--- src/verilog/aal_consts.svh ---
// Constants for the add, add-with-carry and AND datapath slice
// Behaviour
// - Add-with-carry writes dst plus src plus carry to dst; src untouched.
// - Additions set carry on carry out of bit 7, else clear it.
// - All three instructions set zero when the 8-bit result is zero.
// - Additions set sign when result bit 7 is one, else clear it.
// - Additions set overflow when like-signed operands give opposite sign.
// - Additions set half-carry on carry out of bit 3, else clear it.
// - Register byte with upper nibble E names a working register; its low 4 bits give the number.
// - AND writes bitwise dst AND src to dst; src untouched.
// - AND clears overflow and keeps carry, half-carry and decimal-adjust.
// - AND copies result bit 7 into the sign flag.
// - Low opcode nibble 2 to 7 selects the addressing pair.
`ifndef AAL_CONSTS_SVH
`define AAL_CONSTS_SVH

// Upper opcode nibbles
`define AAL_HI_ADD 4'h0
`define AAL_HI_ADC 4'h1
`define AAL_HI_AND 4'h5

// Lower opcode nibble: addressing pair dst,src
`define AAL_MODE_WORK_WORK 4'h2
`define AAL_MODE_WORK_INDIRECT_WORKING_REG 4'h3
`define AAL_MODE_REG_REG 4'h4
`define AAL_MODE_REG_INDIRECT_REGISTER 4'h5
`define AAL_MODE_REG_IMMEDIATE 4'h6
`define AAL_MODE_INDIRECT_REGISTER_IMMEDIATE 4'h7

// Upper nibble marking a working-register operand byte
`define AAL_WORK_PREFIX 4'he

// Execution lengths in clock cycles
`define AAL_CYC_SHORT 4'h6
`define AAL_CYC_LONG 4'ha

// Flag positions in the six-bit flag vector
`define AAL_FLAG_C 5
`define AAL_FLAG_Z 4
`define AAL_FLAG_S 3
`define AAL_FLAG_V 2
`define AAL_FLAG_D 1
`define AAL_FLAG_H 0

`define AAL_FLAGS_RESET 6'h00

`endif

--- src/verilog/aal_pkg.sv ---
// Types shared by the datapath slice
package aal_pkg;

    typedef enum logic [1:0] {AAL_OP_ADD, AAL_OP_ADC, AAL_OP_AND} aal_op_type;

    typedef enum logic {AAL_IDLE, AAL_EXEC} aal_state_type;

    typedef struct packed {
        aal_state_type state;
        aal_op_type op;
        logic [3:0] cnt;
        logic [7:0] dst_val;
        logic [7:0] src_val;
        logic [5:0] flags_in;
        logic [7:0] dst_addr;
        logic busy;
        logic done;
        logic wr_en;
        logic [7:0] wr_addr;
        logic [7:0] wr_data;
        logic [5:0] flags_out;
        logic flags_wr;
        logic illegal;
        logic dst_work;
        logic [3:0] dst_wnum;
        logic src_work;
        logic [3:0] src_wnum;
    } aal_regs_type;

endpackage
--- src/verilog/aal_arith.sv ---
// Result and flag generation for add, add-with-carry and AND
`timescale 1ns/10ps
`include "aal_consts.svh"
module aal_arith
(
    input wire aal_pkg::aal_op_type op,
    input wire logic [7:0] dst_val,
    input wire logic [7:0] src_val,
    input wire logic [5:0] flags_in,
    output logic [7:0] result,
    output logic [5:0] flags
);

    logic cin;
    logic [8:0] sum;
    logic [4:0] low_sum;

    always_comb
    begin
        cin = (op == aal_pkg::AAL_OP_ADC) ? flags_in[`AAL_FLAG_C] : 1'b0;
        sum = {1'b0, dst_val} + {1'b0, src_val} + {8'h00, cin};
        low_sum = {1'b0, dst_val[3:0]} + {1'b0, src_val[3:0]} + {4'h0, cin};
        flags = flags_in;
        if (op == aal_pkg::AAL_OP_AND)
        begin
            result = dst_val & src_val;
            flags[`AAL_FLAG_Z] = (result == 8'h00);
            flags[`AAL_FLAG_S] = result[7];
            flags[`AAL_FLAG_V] = 1'b0;
        end
        else
        begin
            result = sum[7:0];
            flags[`AAL_FLAG_C] = sum[8];
            flags[`AAL_FLAG_Z] = (result == 8'h00);
            flags[`AAL_FLAG_S] = result[7];
            flags[`AAL_FLAG_V] = (dst_val[7] == src_val[7])
                && (result[7] != dst_val[7]);
            flags[`AAL_FLAG_D] = 1'b0;
            flags[`AAL_FLAG_H] = low_sum[4];
        end
    end

endmodule

--- src/verilog/aal_core.sv ---
// Sequenced add, add-with-carry and AND datapath slice
`timescale 1ns/10ps
`include "aal_consts.svh"
module aal_core
(
    input wire logic clk,
    input wire logic rst_b,
    input wire logic start,
    input wire logic [7:0] opcode,
    input wire logic [7:0] dst_addr,
    input wire logic [7:0] src_addr,
    input wire logic [7:0] dst_val,
    input wire logic [7:0] src_val,
    input wire logic [5:0] flags_in,
    output logic busy,
    output logic done,
    output logic illegal,
    output logic wr_en,
    output logic [7:0] wr_addr,
    output logic [7:0] wr_data,
    output logic flags_wr,
    output logic [5:0] flags_out,
    output logic dst_work,
    output logic [3:0] dst_wnum,
    output logic src_work,
    output logic [3:0] src_wnum
);

    aal_pkg::aal_regs_type regs_reg;
    aal_pkg::aal_regs_type regs_next;

    logic dec_valid;
    aal_pkg::aal_op_type dec_op;
    logic [3:0] dec_cycles;
    logic dec_dst_work;
    logic [3:0] dec_dst_wnum;
    logic dec_src_work;
    logic [3:0] dec_src_wnum;
    logic [7:0] alu_res;
    logic [5:0] alu_flags;

    aal_opdec u_opdec
    (
        .opcode(opcode),
        .dst_addr(dst_addr),
        .src_addr(src_addr),
        .valid(dec_valid),
        .op(dec_op),
        .cycles(dec_cycles),
        .dst_work(dec_dst_work),
        .dst_wnum(dec_dst_wnum),
        .src_work(dec_src_work),
        .src_wnum(dec_src_wnum)
    );

    // Operates on operands captured at start
    aal_arith u_arith
    (
        .op(regs_reg.op),
        .dst_val(regs_reg.dst_val),
        .src_val(regs_reg.src_val),
        .flags_in(regs_reg.flags_in),
        .result(alu_res),
        .flags(alu_flags)
    );

    always_comb
    begin
        regs_next = regs_reg;
        regs_next.done = 1'b0;
        regs_next.wr_en = 1'b0;
        regs_next.flags_wr = 1'b0;
        regs_next.illegal = 1'b0;
        case (regs_reg.state)
            aal_pkg::AAL_IDLE:
            begin
                if (start)
                begin
                    if (dec_valid)
                    begin
                        regs_next.state = aal_pkg::AAL_EXEC;
                        regs_next.busy = 1'b1;
                        regs_next.op = dec_op;
                        regs_next.cnt = dec_cycles;
                        regs_next.dst_val = dst_val;
                        regs_next.src_val = src_val;
                        regs_next.flags_in = flags_in;
                        regs_next.dst_addr = dst_addr;
                        regs_next.dst_work = dec_dst_work;
                        regs_next.dst_wnum = dec_dst_wnum;
                        regs_next.src_work = dec_src_work;
                        regs_next.src_wnum = dec_src_wnum;
                    end
                    else
                    begin
                        regs_next.illegal = 1'b1;
                    end
                end
            end
            aal_pkg::AAL_EXEC:
            begin
                if (regs_reg.cnt == 4'h1)
                begin
                    regs_next.state = aal_pkg::AAL_IDLE;
                    regs_next.busy = 1'b0;
                    regs_next.done = 1'b1;
                    // Only the destination is written back
                    regs_next.wr_en = 1'b1;
                    regs_next.wr_addr = regs_reg.dst_addr;
                    regs_next.wr_data = alu_res;
                    regs_next.flags_wr = 1'b1;
                    regs_next.flags_out = alu_flags;
                end
                else
                begin
                    regs_next.cnt = regs_reg.cnt - 4'h1;
                end
            end
            default:
            begin
                regs_next.state = aal_pkg::AAL_IDLE;
                regs_next.busy = 1'b0;
            end
        endcase
    end

    always_ff @(posedge clk)
    begin
        if (!rst_b)
        begin
            regs_reg <= '0;
            regs_reg.state <= aal_pkg::AAL_IDLE;
            regs_reg.flags_out <= `AAL_FLAGS_RESET;
        end
        else
        begin
            regs_reg <= regs_next;
        end
    end

    assign busy = regs_reg.busy;
    assign done = regs_reg.done;
    assign illegal = regs_reg.illegal;
    assign wr_en = regs_reg.wr_en;
    assign wr_addr = regs_reg.wr_addr;
    assign wr_data = regs_reg.wr_data;
    assign flags_wr = regs_reg.flags_wr;
    assign flags_out = regs_reg.flags_out;
    assign dst_work = regs_reg.dst_work;
    assign dst_wnum = regs_reg.dst_wnum;
    assign src_work = regs_reg.src_work;
    assign src_wnum = regs_reg.src_wnum;

    // Reference values for checking, from captured operands
    logic [7:0] chk_a;
    logic [7:0] chk_b;
    logic chk_c;
    logic [8:0] chk_sum_c;
    logic [8:0] chk_sum;
    logic [4:0] chk_low;
    logic chk_add;
    logic chk_start;

    always_comb
    begin
        chk_a = regs_reg.dst_val;
        chk_b = regs_reg.src_val;
        chk_c = regs_reg.flags_in[`AAL_FLAG_C];
        chk_sum_c = {1'b0, chk_a} + {1'b0, chk_b} + {8'h00, chk_c};
        chk_sum = {1'b0, chk_a} + {1'b0, chk_b};
        chk_low = {1'b0, chk_a[3:0]} + {1'b0, chk_b[3:0]}
            + {4'h0, regs_reg.op == aal_pkg::AAL_OP_ADC && chk_c};
        chk_add = regs_reg.op != aal_pkg::AAL_OP_AND;
        chk_start = start && regs_reg.state == aal_pkg::AAL_IDLE
            && dec_valid;
    end

    property p_adc_sum;
        @(posedge clk) disable iff (!rst_b)
        done && regs_reg.op == aal_pkg::AAL_OP_ADC
            |-> wr_data == chk_sum_c[7:0] && wr_addr == regs_reg.dst_addr;
    endproperty
    a_adc_sum: assert property (p_adc_sum) else $error("adc sum wrong");

    property p_carry;
        @(posedge clk) disable iff (!rst_b)
        done && regs_reg.op == aal_pkg::AAL_OP_ADC
            |-> flags_out[`AAL_FLAG_C] == chk_sum_c[8];
    endproperty
    a_carry: assert property (p_carry) else $error("carry flag wrong");

    property p_zero;
        @(posedge clk) disable iff (!rst_b)
        done |-> flags_out[`AAL_FLAG_Z] == (wr_data == 8'h00);
    endproperty
    a_zero: assert property (p_zero) else $error("zero flag wrong");

    property p_sign_add;
        @(posedge clk) disable iff (!rst_b)
        done && chk_add |-> flags_out[`AAL_FLAG_S] == wr_data[7];
    endproperty
    a_sign_add: assert property (p_sign_add) else $error("sign wrong");

    property p_ovf;
        @(posedge clk) disable iff (!rst_b)
        done && chk_add |-> flags_out[`AAL_FLAG_V]
            == (chk_a[7] == chk_b[7] && wr_data[7] != chk_a[7]);
    endproperty
    a_ovf: assert property (p_ovf) else $error("overflow wrong");

    property p_dec_clr;
        @(posedge clk) disable iff (!rst_b)
        done && chk_add |-> !flags_out[`AAL_FLAG_D] && flags_wr;
    endproperty
    a_dec_clr: assert property (p_dec_clr) else $error("d flag set");

    property p_half;
        @(posedge clk) disable iff (!rst_b)
        done && chk_add |-> flags_out[`AAL_FLAG_H] == chk_low[4];
    endproperty
    a_half: assert property (p_half) else $error("half carry wrong");

    property p_work;
        @(posedge clk) disable iff (!rst_b)
        chk_start && opcode[3:0] == `AAL_MODE_REG_REG
            && dst_addr[7:4] == `AAL_WORK_PREFIX
            |=> dst_work && dst_wnum == $past(dst_addr[3:0]);
    endproperty
    a_work: assert property (p_work) else $error("work reg decode");

    property p_and;
        @(posedge clk) disable iff (!rst_b)
        done && !chk_add |-> wr_data == (chk_a & chk_b);
    endproperty
    a_and: assert property (p_and) else $error("and result wrong");

    property p_and_flags;
        @(posedge clk) disable iff (!rst_b)
        done && !chk_add |-> !flags_out[`AAL_FLAG_V]
            && flags_out[`AAL_FLAG_C] == regs_reg.flags_in[`AAL_FLAG_C]
            && flags_out[`AAL_FLAG_H] == regs_reg.flags_in[`AAL_FLAG_H]
            && flags_out[`AAL_FLAG_D] == regs_reg.flags_in[`AAL_FLAG_D];
    endproperty
    a_and_flags: assert property (p_and_flags) else $error("and flags");

    property p_and_sign;
        @(posedge clk) disable iff (!rst_b)
        done && !chk_add |-> flags_out[`AAL_FLAG_S] == wr_data[7];
    endproperty
    a_and_sign: assert property (p_and_sign) else $error("and sign");

    property p_add_sum;
        @(posedge clk) disable iff (!rst_b)
        done && regs_reg.op == aal_pkg::AAL_OP_ADD
            |-> wr_data == chk_sum[7:0]
            && flags_out[`AAL_FLAG_C] == chk_sum[8];
    endproperty
    a_add_sum: assert property (p_add_sum) else $error("add sum wrong");

    property p_short;
        @(posedge clk) disable iff (!rst_b)
        chk_start && dec_cycles == `AAL_CYC_SHORT
            |=> (busy && !done)[*6] ##1 done;
    endproperty
    a_short: assert property (p_short) else $error("short form length");

    property p_long;
        @(posedge clk) disable iff (!rst_b)
        chk_start && dec_cycles == `AAL_CYC_LONG |-> ##10 !done ##1 done;
    endproperty
    a_long: assert property (p_long) else $error("long form length");

    property p_decode;
        @(posedge clk) disable iff (!rst_b)
        start && regs_reg.state == aal_pkg::AAL_IDLE
            && (opcode[3:0] < `AAL_MODE_WORK_WORK
            || opcode[3:0] > `AAL_MODE_INDIRECT_REGISTER_IMMEDIATE)
            |=> illegal && !busy;
    endproperty
    a_decode: assert property (p_decode) else $error("bad mode taken");

endmodule

--- src/verilog/aal_opdec.sv ---
// Opcode and operand address decode
`timescale 1ns/10ps
`include "aal_consts.svh"
module aal_opdec
(
    input wire logic [7:0] opcode,
    input wire logic [7:0] dst_addr,
    input wire logic [7:0] src_addr,
    output logic valid,
    output aal_pkg::aal_op_type op,
    output logic [3:0] cycles,
    output logic dst_work,
    output logic [3:0] dst_wnum,
    output logic src_work,
    output logic [3:0] src_wnum
);

    logic [3:0] hi;
    logic [3:0] lo;
    logic hi_ok;
    logic dst_pre;
    logic src_pre;

    always_comb
    begin
        hi = opcode[7:4];
        lo = opcode[3:0];
        hi_ok = 1'b1;
        op = aal_pkg::AAL_OP_ADD;
        case (hi)
            `AAL_HI_ADD: op = aal_pkg::AAL_OP_ADD;
            `AAL_HI_ADC: op = aal_pkg::AAL_OP_ADC;
            `AAL_HI_AND: op = aal_pkg::AAL_OP_AND;
            default: hi_ok = 1'b0;
        endcase
        dst_pre = (dst_addr[7:4] == `AAL_WORK_PREFIX);
        src_pre = (src_addr[7:4] == `AAL_WORK_PREFIX);
        dst_wnum = dst_addr[3:0];
        src_wnum = src_addr[3:0];
        valid = hi_ok;
        cycles = `AAL_CYC_LONG;
        dst_work = 1'b0;
        src_work = 1'b0;
        case (lo)
            `AAL_MODE_WORK_WORK, `AAL_MODE_WORK_INDIRECT_WORKING_REG:
            begin
                cycles = `AAL_CYC_SHORT;
                dst_work = 1'b1;
                src_work = 1'b1;
            end
            `AAL_MODE_REG_REG, `AAL_MODE_REG_INDIRECT_REGISTER:
            begin
                dst_work = dst_pre;
                src_work = src_pre;
            end
            `AAL_MODE_REG_IMMEDIATE,
            `AAL_MODE_INDIRECT_REGISTER_IMMEDIATE:
            begin
                dst_work = dst_pre;
            end
            default: valid = 1'b0;
        endcase
    end

endmodule

--- config.mk ---
export PLATFORM = sky130hd
export DESIGN_NAME = aal_core
export DESIGN_NICKNAME = d
export VERILOG_FILES = /design/src/verilog/aal_pkg.sv /design/src/verilog/aal_arith.sv /design/src/verilog/aal_core.sv /design/src/verilog/aal_opdec.sv
export VERILOG_INCLUDE_DIRS = /design/src /design/src/verilog
export SDC_FILE = /design/constraint.sdc
export NUM_CORES = 1
export LEC_CHECK = 0
export ABC_CLOCK_PERIOD_IN_PS = 6890
export BUFFER_PORTS_ARGS = -buffer_cell sky130_fd_sc_hd__buf_2
export CORE_ASPECT_RATIO = 0.7
export CORE_UTILIZATION = 55
export CTS_BUF_LIST = sky130_fd_sc_hd__clkbuf_2 sky130_fd_sc_hd__clkbuf_4 sky130_fd_sc_hd__clkbuf_8
export DETAILED_ROUTE_END_ITERATION = 7
export GPL_TIMING_DRIVEN = 0
export HOLD_SLACK_MARGIN = 0.03
export MAX_ROUTING_LAYER = met4
export PLACE_DENSITY = 0.91
export SKIP_CTS_REPAIR_TIMING = 1
export SLEW_MARGIN = 10
export SYNTH_ARGS = -nofsm -noshare
export SYNTH_HDL_FRONTEND = slang
export SYNTH_SLANG_ARGS = --single-unit
export TNS_END_PERCENT = 10
--- constraint.sdc ---
create_clock -name clk -period 6.89 [get_ports clk]
set_input_delay 0 -clock clk [delete_from_list [all_inputs] [get_ports clk]]
set_output_delay 0 -clock clk [all_outputs]
set_load 0.005 [all_outputs]
; Yosys cells after proc, flatten, opt, wreduce, memory -nomap -nowiden
; Index checks and enable logic that the tools add are counted.
[totals]
reg_bits = 74
out_inout_bits = 37
inputBits = 49
[op_classes]
n_eq_ne = 19
addsub = 5
n_reduce_logical = 15
muxes = 20
n_bitwise = 4
[ops]
columns = operator, count
row1 = $mux W38, 2
row2 = $mux W26, 1
row3 = $eq A4 B3 Y1 const B, 5
row4 = $logic_not A8 Y1, 2
row5 = $add A8 B8 Y9, 1
row6 = $add A9 B1 Y9, 1
row7 = $reduce_and A3 Y1, 3
row8 = $and A8 B8 Y8, 1
row9 = $eq A4 B1 Y1 const B, 2
row10 = $eq A4 B2 Y1 const B, 2
row11 = $eq A4 B4 Y1 const B, 2
row12 = $mux W4, 2
row13 = $mux W8, 1
row14 = $pmux W1 S2, 4
row15 = $pmux W4 S2, 1
row16 = $mux W1, 6
row17 = $ne A2 B2 Y1 const B, 3
row18 = $reduce_or A3 Y1, 2
row19 = $reduce_or A6 Y1, 1
row20 = $add A4 B4 Y5, 1
row21 = $add A5 B1 Y5, 1
row22 = $logic_not A4 Y1, 1
row23 = $pmux W2 S2, 1
row24 = $reduce_and A2 Y1, 2
row25 = other kinds (12), 15

; Logic depth before layout (Yosys ltp)
; Gate-level depths: netlist of run 1.
[depth]
ltp_word = 8
mapped_depth = 9
mapped_depth_nobuf = 9

; Modules after synthesis
; Synthesis of run 1 repeated with hierarchy kept, for this count alone.
[unflattened]
hier_cells = 421
hier_area_um2 = 3530.9
[by_module_without_submodules]
columns = mod, instances, area_each_um2, cells_each
row1 = aal_core, 1, 2771.4, 309
row2 = aal_arith, 1, 573.0, 86
row3 = aal_opdec, 1, 186.4, 26

; Least setup slack after synthesis of run 1
; No wires, ideal clock.
[synth_path]
path_type = register to register
start = reg regs_reg[72] (netlist bit)
end = reg flags_out[4] (netlist name)
setup_time_ps = 96
stages_incl_launch_ff = 10
n_path_buf = 0
slack_ps = 4359
required_time_ps = 6794
arrival_time_ps = 2435
path_cell_list = dfxtp_1 -> and3b_1 -> fa_1 -> fa_1 -> a21oi_2 -> nor2b_1 -> nor2_1 -> xor2_1 -> or4b_1 -> o41ai_2
[synth_via]
elab_chain_len = 5
elab_cells_between_ends = 6
[synth_rtl]
columns = item, line_no
row1 = start: declaration, aal_core.sv:29  ; aal_pkg::aal_regs_type regs_reg;
row2 = start signal: assignment, aal_core.sv:137  ; regs_reg <= regs_next;
row3 = $eq A2 B1 Y1, n/a
row4 = $mux W1, aal_arith.sv:20  ; cin = (op == aal_pkg::AAL_OP_ADC) ? flags_in[`AAL_FLAG_C] : 1'b0;
row5 = $add A9 B1 Y9, aal_arith.sv:21  ; sum = {1'b0, dst_val} + {1'b0, src_val} + {8'h00, cin};
row6 = $logic_not A8 Y1, aal_arith.sv:35  ; flags[`AAL_FLAG_Z] = (result == 8'h00);
row7 = $mux W3 *, aal_arith.sv:24  ; if (op == aal_pkg::AAL_OP_AND)
; Every way passes the cells marked *; elsewhere a longest branch is shown, timed or not.
; A chain may end at the register's enable or synchronous reset.

; Final worst setup path of run 1
[layout_path]
start = reg regs_reg[72] (netlist bit)
end = reg flags_out[4] (netlist name)
[layout_via]
elab_chain_len = 5
elab_cells_between_ends = 6
[layout_rtl]
columns = item, line_no
row1 = $eq A2 B1 Y1, n/a
row2 = $mux W1, aal_arith.sv:20
row3 = $add A9 B1 Y9, aal_arith.sv:21
row4 = $logic_not A8 Y1, aal_arith.sv:35
row5 = $mux W3 *, aal_arith.sv:24
; Marked as above.

==> results.yml, run 1 <==
yosys:
  synth_enable_flop_cells: 0
  synth_area_leaders: "sky130_fd_sc_hd__dfxtp_1 40%, sky130_fd_sc_hd__nand2_1 11%, sky130_fd_sc_hd__buf_4 7.5%"
  synth.distinct_cells: 47
  synth_fa_ha_area_frac: 0.0517
  synth_nets: 442
  synth_top_area_cell: "sky130_fd_sc_hd__dfxtp_1"
  postSynth.asyncResetShare: 0
  synth_compound_area_frac: 0.199
  synth_simple_gate_area_frac: 0.215
  yosys_most_used_dff: "sky130_fd_sc_hd__dfxtp_1"
  post_synth_instance_area_mm2: 0.00319
  syn_area_per_cell_um2: 8.38
  synth_commonest_cells: "97 x sky130_fd_sc_hd__nand2_1, 64 x sky130_fd_sc_hd__dfxtp_1, 32 x sky130_fd_sc_hd__buf_4"
  synth_top_family_by_area: "simple AND/OR/NAND/NOR gates"
  synth-seq-cells: 64
  count_of_yosys_warnings_during_synthesis: 0
  synth_top_cell_area_share: 0.401
  mux_contribution_to_synthesized_area: 0
  postSynthCellCount: 381
  yosys.cell_count.top_type: "sky130_fd_sc_hd__nand2_1"
  synth_xor_xnor_area_share: 0.0247
  synth.yosys.seq_area_share: 0.401
worst_setup_path:
  rr_startpoint: "regs_reg[72]"
  crit_path_start_kind: "flop"
  worst_setup_path_startpoint: "regs_reg[72]"
  cp.arrival_ns: 3.00
  critical_path.endpoint_type: "flop"
  path_class: "reg2reg"
  worstPathMaxFanout: 4
  worst-endpoint-required_ns: 7.15
power_and_ir_drop:
  power.switching_mw: 0.191
  p_per_cell_area_mw_per_mm2: 192
  power.total_mw: 0.819
  irDropWorstVdd_uv: 128
  intPower_mw: 0.628
  clock_power_share: 0.455
  combPwrFrac: 0.083
  p_leak_nw: 1.93
  power_frac_seq: 0.463
  switching_part_of_the_total: 0.233
layout:
  area.growth.synth_to_final_pct: 33.6
  final_nets: 569
  diodes: 0
  largest_reg_flops: 17
  post_route_cells_drive_above_1_share: 0.279
  num-fill-cells: 352
  summed_area_of_non_filler_cells_in_the_final_layout_mm2: 0.00427
  filler_free_cell_count_of_the_finished_design: 585
  fin_util: 0.787
grt:
  groute.usage.overall: 0.285
  grt_most_used_layer: "met2"
  antenna_violations_before_repair: 0
  globalRouteMet3Util: 0.0810
  global_route_wire_length_before_repair_um: 12700
  largest_net_degree_at_the_start_of_global_routing: 13
  grt_pass1_vias: 2673
  grt_util_met2: 0.446
  globalRouteOverflowTotal: 0
  use_met1: 0.362
placement:
  detailed_place.area_mm2: 0.00369
  dp_cells: 534
  dp.final_hpwl_um: 5910
  placement.io_buffers: 81
  post-place-ws_ns: 4.17
  routability_cong: 0.915
run:
  maxCapViolations: 0
clocking:
  tritoncts: "built"
  number_of_buffers_created_by_cts: 9
  cts_htree_levels: 3
  clock_latency_ns: 0.35
  post_cts_clock_slew_at_the_launch_and_capture_registers_of_the_worst_setup_and_hold_paths_ns: 0.07
  clkSinkCount: 64
  cts_root_buf: "sky130_fd_sc_hd__clkbuf_8"
  cts_buffer_depth: 2
sta:
  min_period_over_period: 0.397
  timing.slew.headroom: 0.575
  final.hold.worst_slack_ns: 0.0133
  worst_tran_pin_value_ns: 0.636
  final_critical_path_setup_slack_ns: 4.15
  finalMaxSlewViolations: 0
  max_freq_ghz: 0.365
  worst_clock_skew_ns: 0.00723
  fin_crit_ns: 2.74
  rsz0062_at_grt: "false"
  hold_viol_final: 0
  setup_total_negative_slack_ns: 0
  setup-violations-final: 0
route:
  detail_route.drc_violations: 0
  first_iter_violations: 232
  via_count: 3187
  routed_via_density: 5.45
  drt-wirelength-per-cell_um: 15.3
  drt_pre_antenna_iters: 5
  postRouteWirelength_um: 8980
  postRouteAntennaNets: 0
floorplan:
  floorplan.die.height_um: 65.8
  core-area_mm2: 0.00542
  fp-row-count: 22
  io_pins: 86
  design.die.area_mm2: 0.00612
  die_w_um: 93.1
  initial_utilization: 0.589
status:
  run_status: "finished, final reports clean"
min_path:
  worstHoldStart: "opcode[7]"
  hp-class: "in2reg"
critical path, stage by stage (launching register included):
cell	delay, ns
sky130_fd_sc_hd__dfxtp_1	0.36
sky130_fd_sc_hd__and3b_1	0.21
sky130_fd_sc_hd__fa_1	0.41
sky130_fd_sc_hd__fa_1	0.43
sky130_fd_sc_hd__a21oi_2	0.16
sky130_fd_sc_hd__nor2b_1	0.06
sky130_fd_sc_hd__nor2_1	0.17
sky130_fd_sc_hd__xor2_1	0.19
sky130_fd_sc_hd__or4b_1	0.46
sky130_fd_sc_hd__o41ai_2	0.19
layout make-up:
class	instances	area, um2	area share
multi-input combinational	261	1570	0.367
sequential	64	1280	0.300
timing repair buffer	116	756	0.177
buffer	52	330	0.0774
clock buffer	10	138	0.0322
clock inverter	6	91.3	0.0214
tap	72	90.1	0.0211
inverter	4	15.0	0.00352
per-layer routing:
metal	vias up	share of wire	routed length [um]
li1	1508	-	-
met2	178	0.47	4230
met5	-	0	0
met4	0	0.023	202
met1	1479	0.42	3730
met3	22	0.090	808
worst paths after layout:
kind / endpoint / slack [ns] / cells after the start
min reg2reg: regs_reg[42] / 0.46 / 2
max: flags_out[4] / 4.15 / 9
max reg2reg: flags_out[4] / 4.15 / 9
min: illegal / 0.01 / 4
cells by family (layout without fill, tap and decap cells):
kind of cell             after synthesis  after routing
AO/OA/AOI/OAI                         93             93
XOR/XNOR                               9              9
flip-flops                            64             64
adder cells (fa/ha/maj)               12             12
AND/OR/NAND/NOR                      147            147
buffers and inverters                 56            188
power groups by stage:
stage	Clock, mW	Sequential (mW)	Combinational [mW]
final	0.373	0.379	0.0676
after global routing	0.396	0.380	0.0728
after CTS	0.374	0.379	0.0502
after detailed placement	0	0.387	0.0497
after global placement	0	0.387	0.0482
after floorplan	0	0.387	0.0268
placed cells by master (no fill, tap or decap), types with 10 or more instances in the layout:
master and count:
sky130_fd_sc_hd__nand2_1 97, sky130_fd_sc_hd__buf_2 85, sky130_fd_sc_hd__dfxtp_1 64, sky130_fd_sc_hd__dlygate4sd3_1 35
sky130_fd_sc_hd__buf_4 32, sky130_fd_sc_hd__a21boi_0 25, sky130_fd_sc_hd__a21oi_1 20, sky130_fd_sc_hd__a21boi_1 19
sky130_fd_sc_hd__o21ai_0 13, sky130_fd_sc_hd__clkbuf_1 13, sky130_fd_sc_hd__clkbuf_8 11, sky130_fd_sc_hd__ha_1 10
Power figures use the tool's default switching activity.
==> inputs of run 2 (changes only) <==
ABC_CLOCK_PERIOD_IN_PS = 2590   (was 6890)
CORE_UTILIZATION = 54   (was 55)
PLACE_DENSITY = 0.9   (was 0.91)
clock period = 2.59 ns   (was 6.89 ns; I/O delays follow)
==> run 2 against run 1 <==
  * The run now ends with negative setup slack left
  * Highest routed layer unchanged
  * Count of clock-buffer cells in the layout grew 2
  * Total power rose to 2.5 times the previous value
  * Sequential power rose to 2.7 times the previous value
  * Fmax is 4.7% higher
  * Largest power group unchanged
  * Critical endpoint unchanged
==> results.yml, run 2 (synthesized netlist as in run 1, its figures left out) <==
layout:
  post_route_cells_drive_above_1_share: 0.290
  final_nets: 570
  largest_reg_flops: 17
  mostFrequentLayoutCell: "sky130_fd_sc_hd__nand2_1"
  diodes: 0
  final_cell_mix: "97 x sky130_fd_sc_hd__nand2_1, 85 x sky130_fd_sc_hd__buf_2, 63 x sky130_fd_sc_hd__dfxtp_1"
  area.growth.synth_to_final_pct: 33.3
  fin_util: 0.743
run:
  maxCapViolations: 0
clocking:
  clkSinkCount: 64
  number_of_buffers_created_by_cts: 9
  tritoncts: "built"
  post_cts_clock_slew_at_the_launch_and_capture_registers_of_the_worst_setup_and_hold_paths_ns: 0.07
  cts_buffer_depth: 2
  cts_root_buf: "sky130_fd_sc_hd__clkbuf_8"
  clock_latency_ns: 0.35
  cts_htree_levels: 3
sta:
  hold_viol_final: 0
  worst_tran_pin_value_ns: 0.601
  max_freq_ghz: 0.382
  worst_clock_skew_ns: 0.00924
  finalMaxSlewViolations: 0
  final_critical_path_setup_slack_ns: -0.0244
  timing.slew.headroom: 0.599
  setup-violations-final: 1
  rsz0062_at_grt: "true"
  fin_crit_ns: 2.61
  min_period_over_period: 1.01
floorplan:
  design.die.area_mm2: 0.00623
  die_w_um: 93.9
  floorplan.die.height_um: 66.4
  io_pins: 86
  core-area_mm2: 0.00573
  initial_utilization: 0.558
  fp-row-count: 23
power_and_ir_drop:
  irDropWorstVdd_uv: 421
  power.total_mw: 2.06
  p_leak_nw: 1.92
  p_per_cell_area_mw_per_mm2: 485
route:
  postRouteAntennaNets: 0
  drt-wirelength-per-cell_um: 14.6
  wl_met2_um: 4050
  via_count: 3087
  drt_pre_antenna_iters: 5
  met3WireLength_um: 633
  routed_via_density: 5.25
  postRouteWirelength_um: 8610
  topRoutingLayerUsed: "met4"
  first_iter_violations: 225
  drt-met1-wl_um: 3820
  detail_route.drc_violations: 0
grt:
  groute.usage.overall: 0.275
  largest_net_degree_at_the_start_of_global_routing: 11
  grt_pass1_vias: 2697
  global_route_wire_length_before_repair_um: 12600
  antenna_violations_before_repair: 0
  globalRouteOverflowTotal: 0
worst_setup_path:
  critPathTopFamily: "simple AND/OR/NAND/NOR gates"
  ff2ff_path_depth: 9
  cp.arrival_ns: 2.87
  rr_startpoint: "regs_reg[72]"
  crit_chain: "and3b_1 -> fa_2 -> fa_2 -> a21oi_2 -> nor2b_1 -> nor2_2 -> xor2_1 -> or4b_4 -> o41ai_2"
  setup.reg_to_reg.worst_slack_ns: -0.02
  worst_path_largest_cell_delay_ns: 0.48
  critical_path.reg2reg.endpoint: "flags_out[4]"
  worst_setup_path_startpoint: "regs_reg[72]"
  crit_path_start_kind: "flop"
  worst-endpoint-required_ns: 2.85
  path_depth: 9
  crit_buf_inv: 0
  critical_path.endpoint_type: "flop"
  timing.critical_path.mode_cell: "sky130_fd_sc_hd__fa_2"
  crit_path_max_delay_cell_type: "sky130_fd_sc_hd__or4b_4"
  path_class: "reg2reg"
  cp-endpoint: "flags_out[4]"
  worstPathMaxFanout: 4
status:
  failed_checks: "negative setup slack"
  run_status: "finished with violations"
placement:
  placement.io_buffers: 81
  dp.final_hpwl_um: 5770
  post-place-ws_ns: -0.159
  routability_cong: 0.876
min_path:
  hp-class: "in2reg"
  hold_depth: 4
==> run 2: cell types whose count changed in the layout (fill, tap and decap cells not counted), moves of 2 or more <==
cell and delta:
sky130_fd_sc_hd__buf_4 +2, sky130_fd_sc_hd__clkbuf_4 +2, sky130_fd_sc_hd__clkinv_4 -2, sky130_fd_sc_hd__fa_1 -2, sky130_fd_sc_hd__fa_2 +2
==> run 2: worst min path at each step <==
stage / from / slack (ns) / endpoint
2_1_floorplan: dst_addr[4] / 0.13 / regs_reg[41]
3_3_place_gp: src_addr[0] / 0.24 / src_wnum[0]
3_5_place_dp: src_addr[3] / 0.25 / src_wnum[3]
4_1_cts: src_addr[3] / -0.12 / src_wnum[3]
5_1_grt: opcode[6] / 0.03 / regs_reg[72]
6_report: opcode[6] / 0.01 / regs_reg[72]
==> run 2: stage by stage <==
stage	cells	instance area (um2)	hold slack (ns)	TNS [ns]
after detailed placement	537	3690	0.246	-0.159
final	588	4260	0.0105	-0.0244
after floorplan	381	3190	0.135	0
after global placement	537	3690	0.239	-0.136
after CTS	552	3890	-0.123	-0.175
after global routing	588	4260	0.0277	-0.132
==> run 2: worst reg2reg max path: cells and delay by family, from the launching register on <==
kind / cells / cell delay [ns]
AND/OR/NAND/NOR: 4 / 0.89
AO/OA/AOI/OAI: 2 / 0.37
adder cells (fa/ha/maj): 2 / 0.73
XOR/XNOR: 1 / 0.19
flip-flops: 1 / 0.35
==> run 2: metal layers <==
metal  global-route usage  up-vias
met2                0.430      144
met1                0.348     1423
met4               0.0750        0
met5                    -        -
met3               0.0805       13
li1                     -     1507
==> run 2: power by group <==
group | internal, mW | switching [mW]
logic | 0.100 | 0.0766
clock network | 0.486 | 0.392
registers | 0.997 | 0.0114
total | 1.58 | 0.480
==> run 2: area by class of cell <==
type                       count  area [um2]
sequential                    64        1280
tap                           75        93.8
clock inverter                 3        42.5
multi-input combinational    261        1580
timing repair buffer         117         761
buffer                        52         330
fill                         411        1470
inverter                       4        15.0
clock buffer                  12         153
==> inputs of run 3 (changes only) <==
CELL_PAD_IN_SITES_DETAIL_PLACEMENT = 0   (was unset)
CELL_PAD_IN_SITES_GLOBAL_PLACEMENT = 1   (was unset)
CORE_UTILIZATION = 41   (was 54)
PLACE_DENSITY = 0.91   (was 0.9)
SYNTH_HIERARCHICAL = 1   (was unset)
==> run 3 against run 2 <==
  * Final area is 5.7% higher
  * Global-route usage fell by 7.8 points
  * Critical path depth increased by 2
  * Setup slack improved by 0.24 ns
  * Routed wire length decreased by 3.2%
  * Highest routed layer unchanged
  * Clock power grew 11%
  * Largest power group unchanged
  * Utilization decreased by 18 points
  * Sequential cell count increased by 5
  * Synthesized cell count grew 7.3%
  * The run ends with design-rule violations left
  * Worst hold slack gained 0.057 ns
==> results.yml, run 3 <==
route:
  via_count: 3148
  routed_via_density: 4.96
  drt-wirelength-per-cell_um: 13.1
  postRouteAntennaNets: 0
  drt_pre_antenna_iters: 6
  detail_route.drc_violations: 15
  first_iter_violations: 145
  postRouteWirelength_um: 8340
sta:
  hold_viol_final: 0
  final_critical_path_setup_slack_ns: 0.220
  min_period_over_period: 0.915
  fin_crit_ns: 2.37
  final.hold.worst_slack_ns: 0.0677
  worst_tran_pin_value_ns: 0.567
  setup_total_negative_slack_ns: 0
  rsz0062_at_grt: "false"
  worst_clock_skew_ns: 0.00774
  timing.slew.headroom: 0.619
  finalMaxSlewViolations: 0
  setup-violations-final: 0
  max_freq_ghz: 0.422
floorplan:
  floorplan.die.height_um: 78.6
  io_pins: 86
  initial_utilization: 0.431
  core-area_mm2: 0.00797
  design.die.area_mm2: 0.00875
  fp-row-count: 27
  die_w_um: 111
clocking:
  clock_latency_ns: 0.33
  clkSinkCount: 69
  tritoncts: "built"
  post_cts_clock_slew_at_the_launch_and_capture_registers_of_the_worst_setup_and_hold_paths_ns: 0.08
  number_of_buffers_created_by_cts: 9
  cts_root_buf: "sky130_fd_sc_hd__clkbuf_8"
  cts_buffer_depth: 2
  cts_htree_levels: 3
layout:
  largest_reg_flops: 17
  final_nets: 590
  final_cell_mix: "91 x sky130_fd_sc_hd__nand2_1, 83 x sky130_fd_sc_hd__buf_2, 69 x sky130_fd_sc_hd__dfxtp_1"
  post_route_cells_drive_above_1_share: 0.292
  area.growth.synth_to_final_pct: 31.0
  mostFrequentLayoutCell: "sky130_fd_sc_hd__nand2_1"
  diodes: 0
power_and_ir_drop:
  intPower_mw: 1.75
  clock_power_share: 0.433
  combPwrFrac: 0.087
  p_per_cell_area_mw_per_mm2: 501
  power.total_mw: 2.25
  irDropWorstVdd_uv: 299
  p_leak_nw: 2.04
  power_frac_seq: 0.480
  switching_part_of_the_total: 0.225
  power.switching_mw: 0.506
worst_setup_path:
  crit_chain: "nand2_1 -> nor2_1 -> fa_1 -> inv_1 -> fa_1 -> nand2b_1 -> a211oi_2 -> o32ai_1 -> o21ai_1 -> o21ai_1 -> a22o_1"
  path_class: "reg2reg"
  crit_path_start_kind: "flop"
  critPathTopFamily: "compound AO/OA/AOI/OAI gates"
  crit_buf_inv: 1
  worst-endpoint-required_ns: 2.82
  cp.arrival_ns: 2.60
  worstPathMaxFanout: 4
  critical_path.endpoint_type: "flop"
  crit_path_max_delay_cell_type: "sky130_fd_sc_hd__fa_1"
  worst_path_largest_cell_delay_ns: 0.39
placement:
  placement.io_buffers: 76
  dp.final_hpwl_um: 6150
  routability_cong: 0.893
  post-place-ws_ns: 0.140
yosys:
  synth_nets: 470
  count_of_yosys_warnings_during_synthesis: 6
  syn_area_per_cell_um2: 8.39
  post_synth_instance_area_mm2: 0.00343
  postSynthCellCount: 409
grt:
  largest_net_degree_at_the_start_of_global_routing: 13
  global_route_wire_length_before_repair_um: 13300
  groute.usage.overall: 0.197
  globalRouteOverflowTotal: 0
  grt_pass1_vias: 2683
  antenna_violations_before_repair: 0
min_path:
  hp-class: "in2reg"
status:
  run_status: "finished with violations"
  failed_checks: "design-rule violations"
run:
  maxCapViolations: 0
-- run 3: metrics by stage --
stage / std cells / area (um2) / utilization
6_report: 635 / 4500 / 0.564
5_1_grt: 635 / 4500 / 0.564
4_1_cts: 602 / 4160 / 0.522
3_5_place_dp: 586 / 3940 / 0.494
3_3_place_gp: 586 / 3940 / 0.494
2_1_floorplan: 409 / 3430 / -
-- run 3: worst register-to-register path: stages (launching register included) --
cell                       delay, ns
sky130_fd_sc_hd__dfxtp_1        0.37
sky130_fd_sc_hd__nand2_1        0.06
sky130_fd_sc_hd__nor2_1         0.15
sky130_fd_sc_hd__fa_1           0.22
sky130_fd_sc_hd__inv_1          0.05
sky130_fd_sc_hd__fa_1           0.39
sky130_fd_sc_hd__nand2b_1       0.19
sky130_fd_sc_hd__a211oi_2       0.24
sky130_fd_sc_hd__o32ai_1        0.18
sky130_fd_sc_hd__o21ai_1        0.15
sky130_fd_sc_hd__o21ai_1        0.08
sky130_fd_sc_hd__a22o_1         0.19
-- run 3: worst paths after layout --
path                start            to  slack, ns  cells after the start
min                 start       illegal       0.07                      2
min reg2reg  regs_reg[46]  regs_reg[46]       0.46                      2
max reg2reg  regs_reg[71]  flags_out[4]       0.22                     11
max          regs_reg[71]  flags_out[4]       0.22                     11
-- run 3: power by group through the flow --
stage,logic (mW),registers (mW),clock network (mW)
floorplan,0.0955,1.10,0
global placement,0.153,1.11,0
detailed placement,0.156,1.11,0
CTS,0.157,1.08,0.995
global route,0.216,1.08,1.05
finish,0.196,1.08,0.974
-- run 3: area by class of cell --
class | instances | area [um2]
Clock inverter | 6 | 86.3
Sequential cell | 69 | 1380
Fill cell | 758 | 3470
Timing Repair Buffer | 109 | 711
Tap cell | 101 | 126
Clock buffer | 10 | 138
Buffer | 67 | 429
Multi-Input combinational cell | 262 | 1590
Inverter | 11 | 41.3
-- run 3: layer usage --
layer | routed length [um] | vias to the layer above | global-route usage | part of all wire
met2 | 3530 | 96 | 0.276 | 0.42
met4 | 106 | 0 | 0.0662 | 0.013
met5 | 0 | - | - | 0
li1 | - | 1603 | - | -
met1 | 4240 | 1438 | 0.275 | 0.51
met3 | 463 | 11 | 0.0479 | 0.056
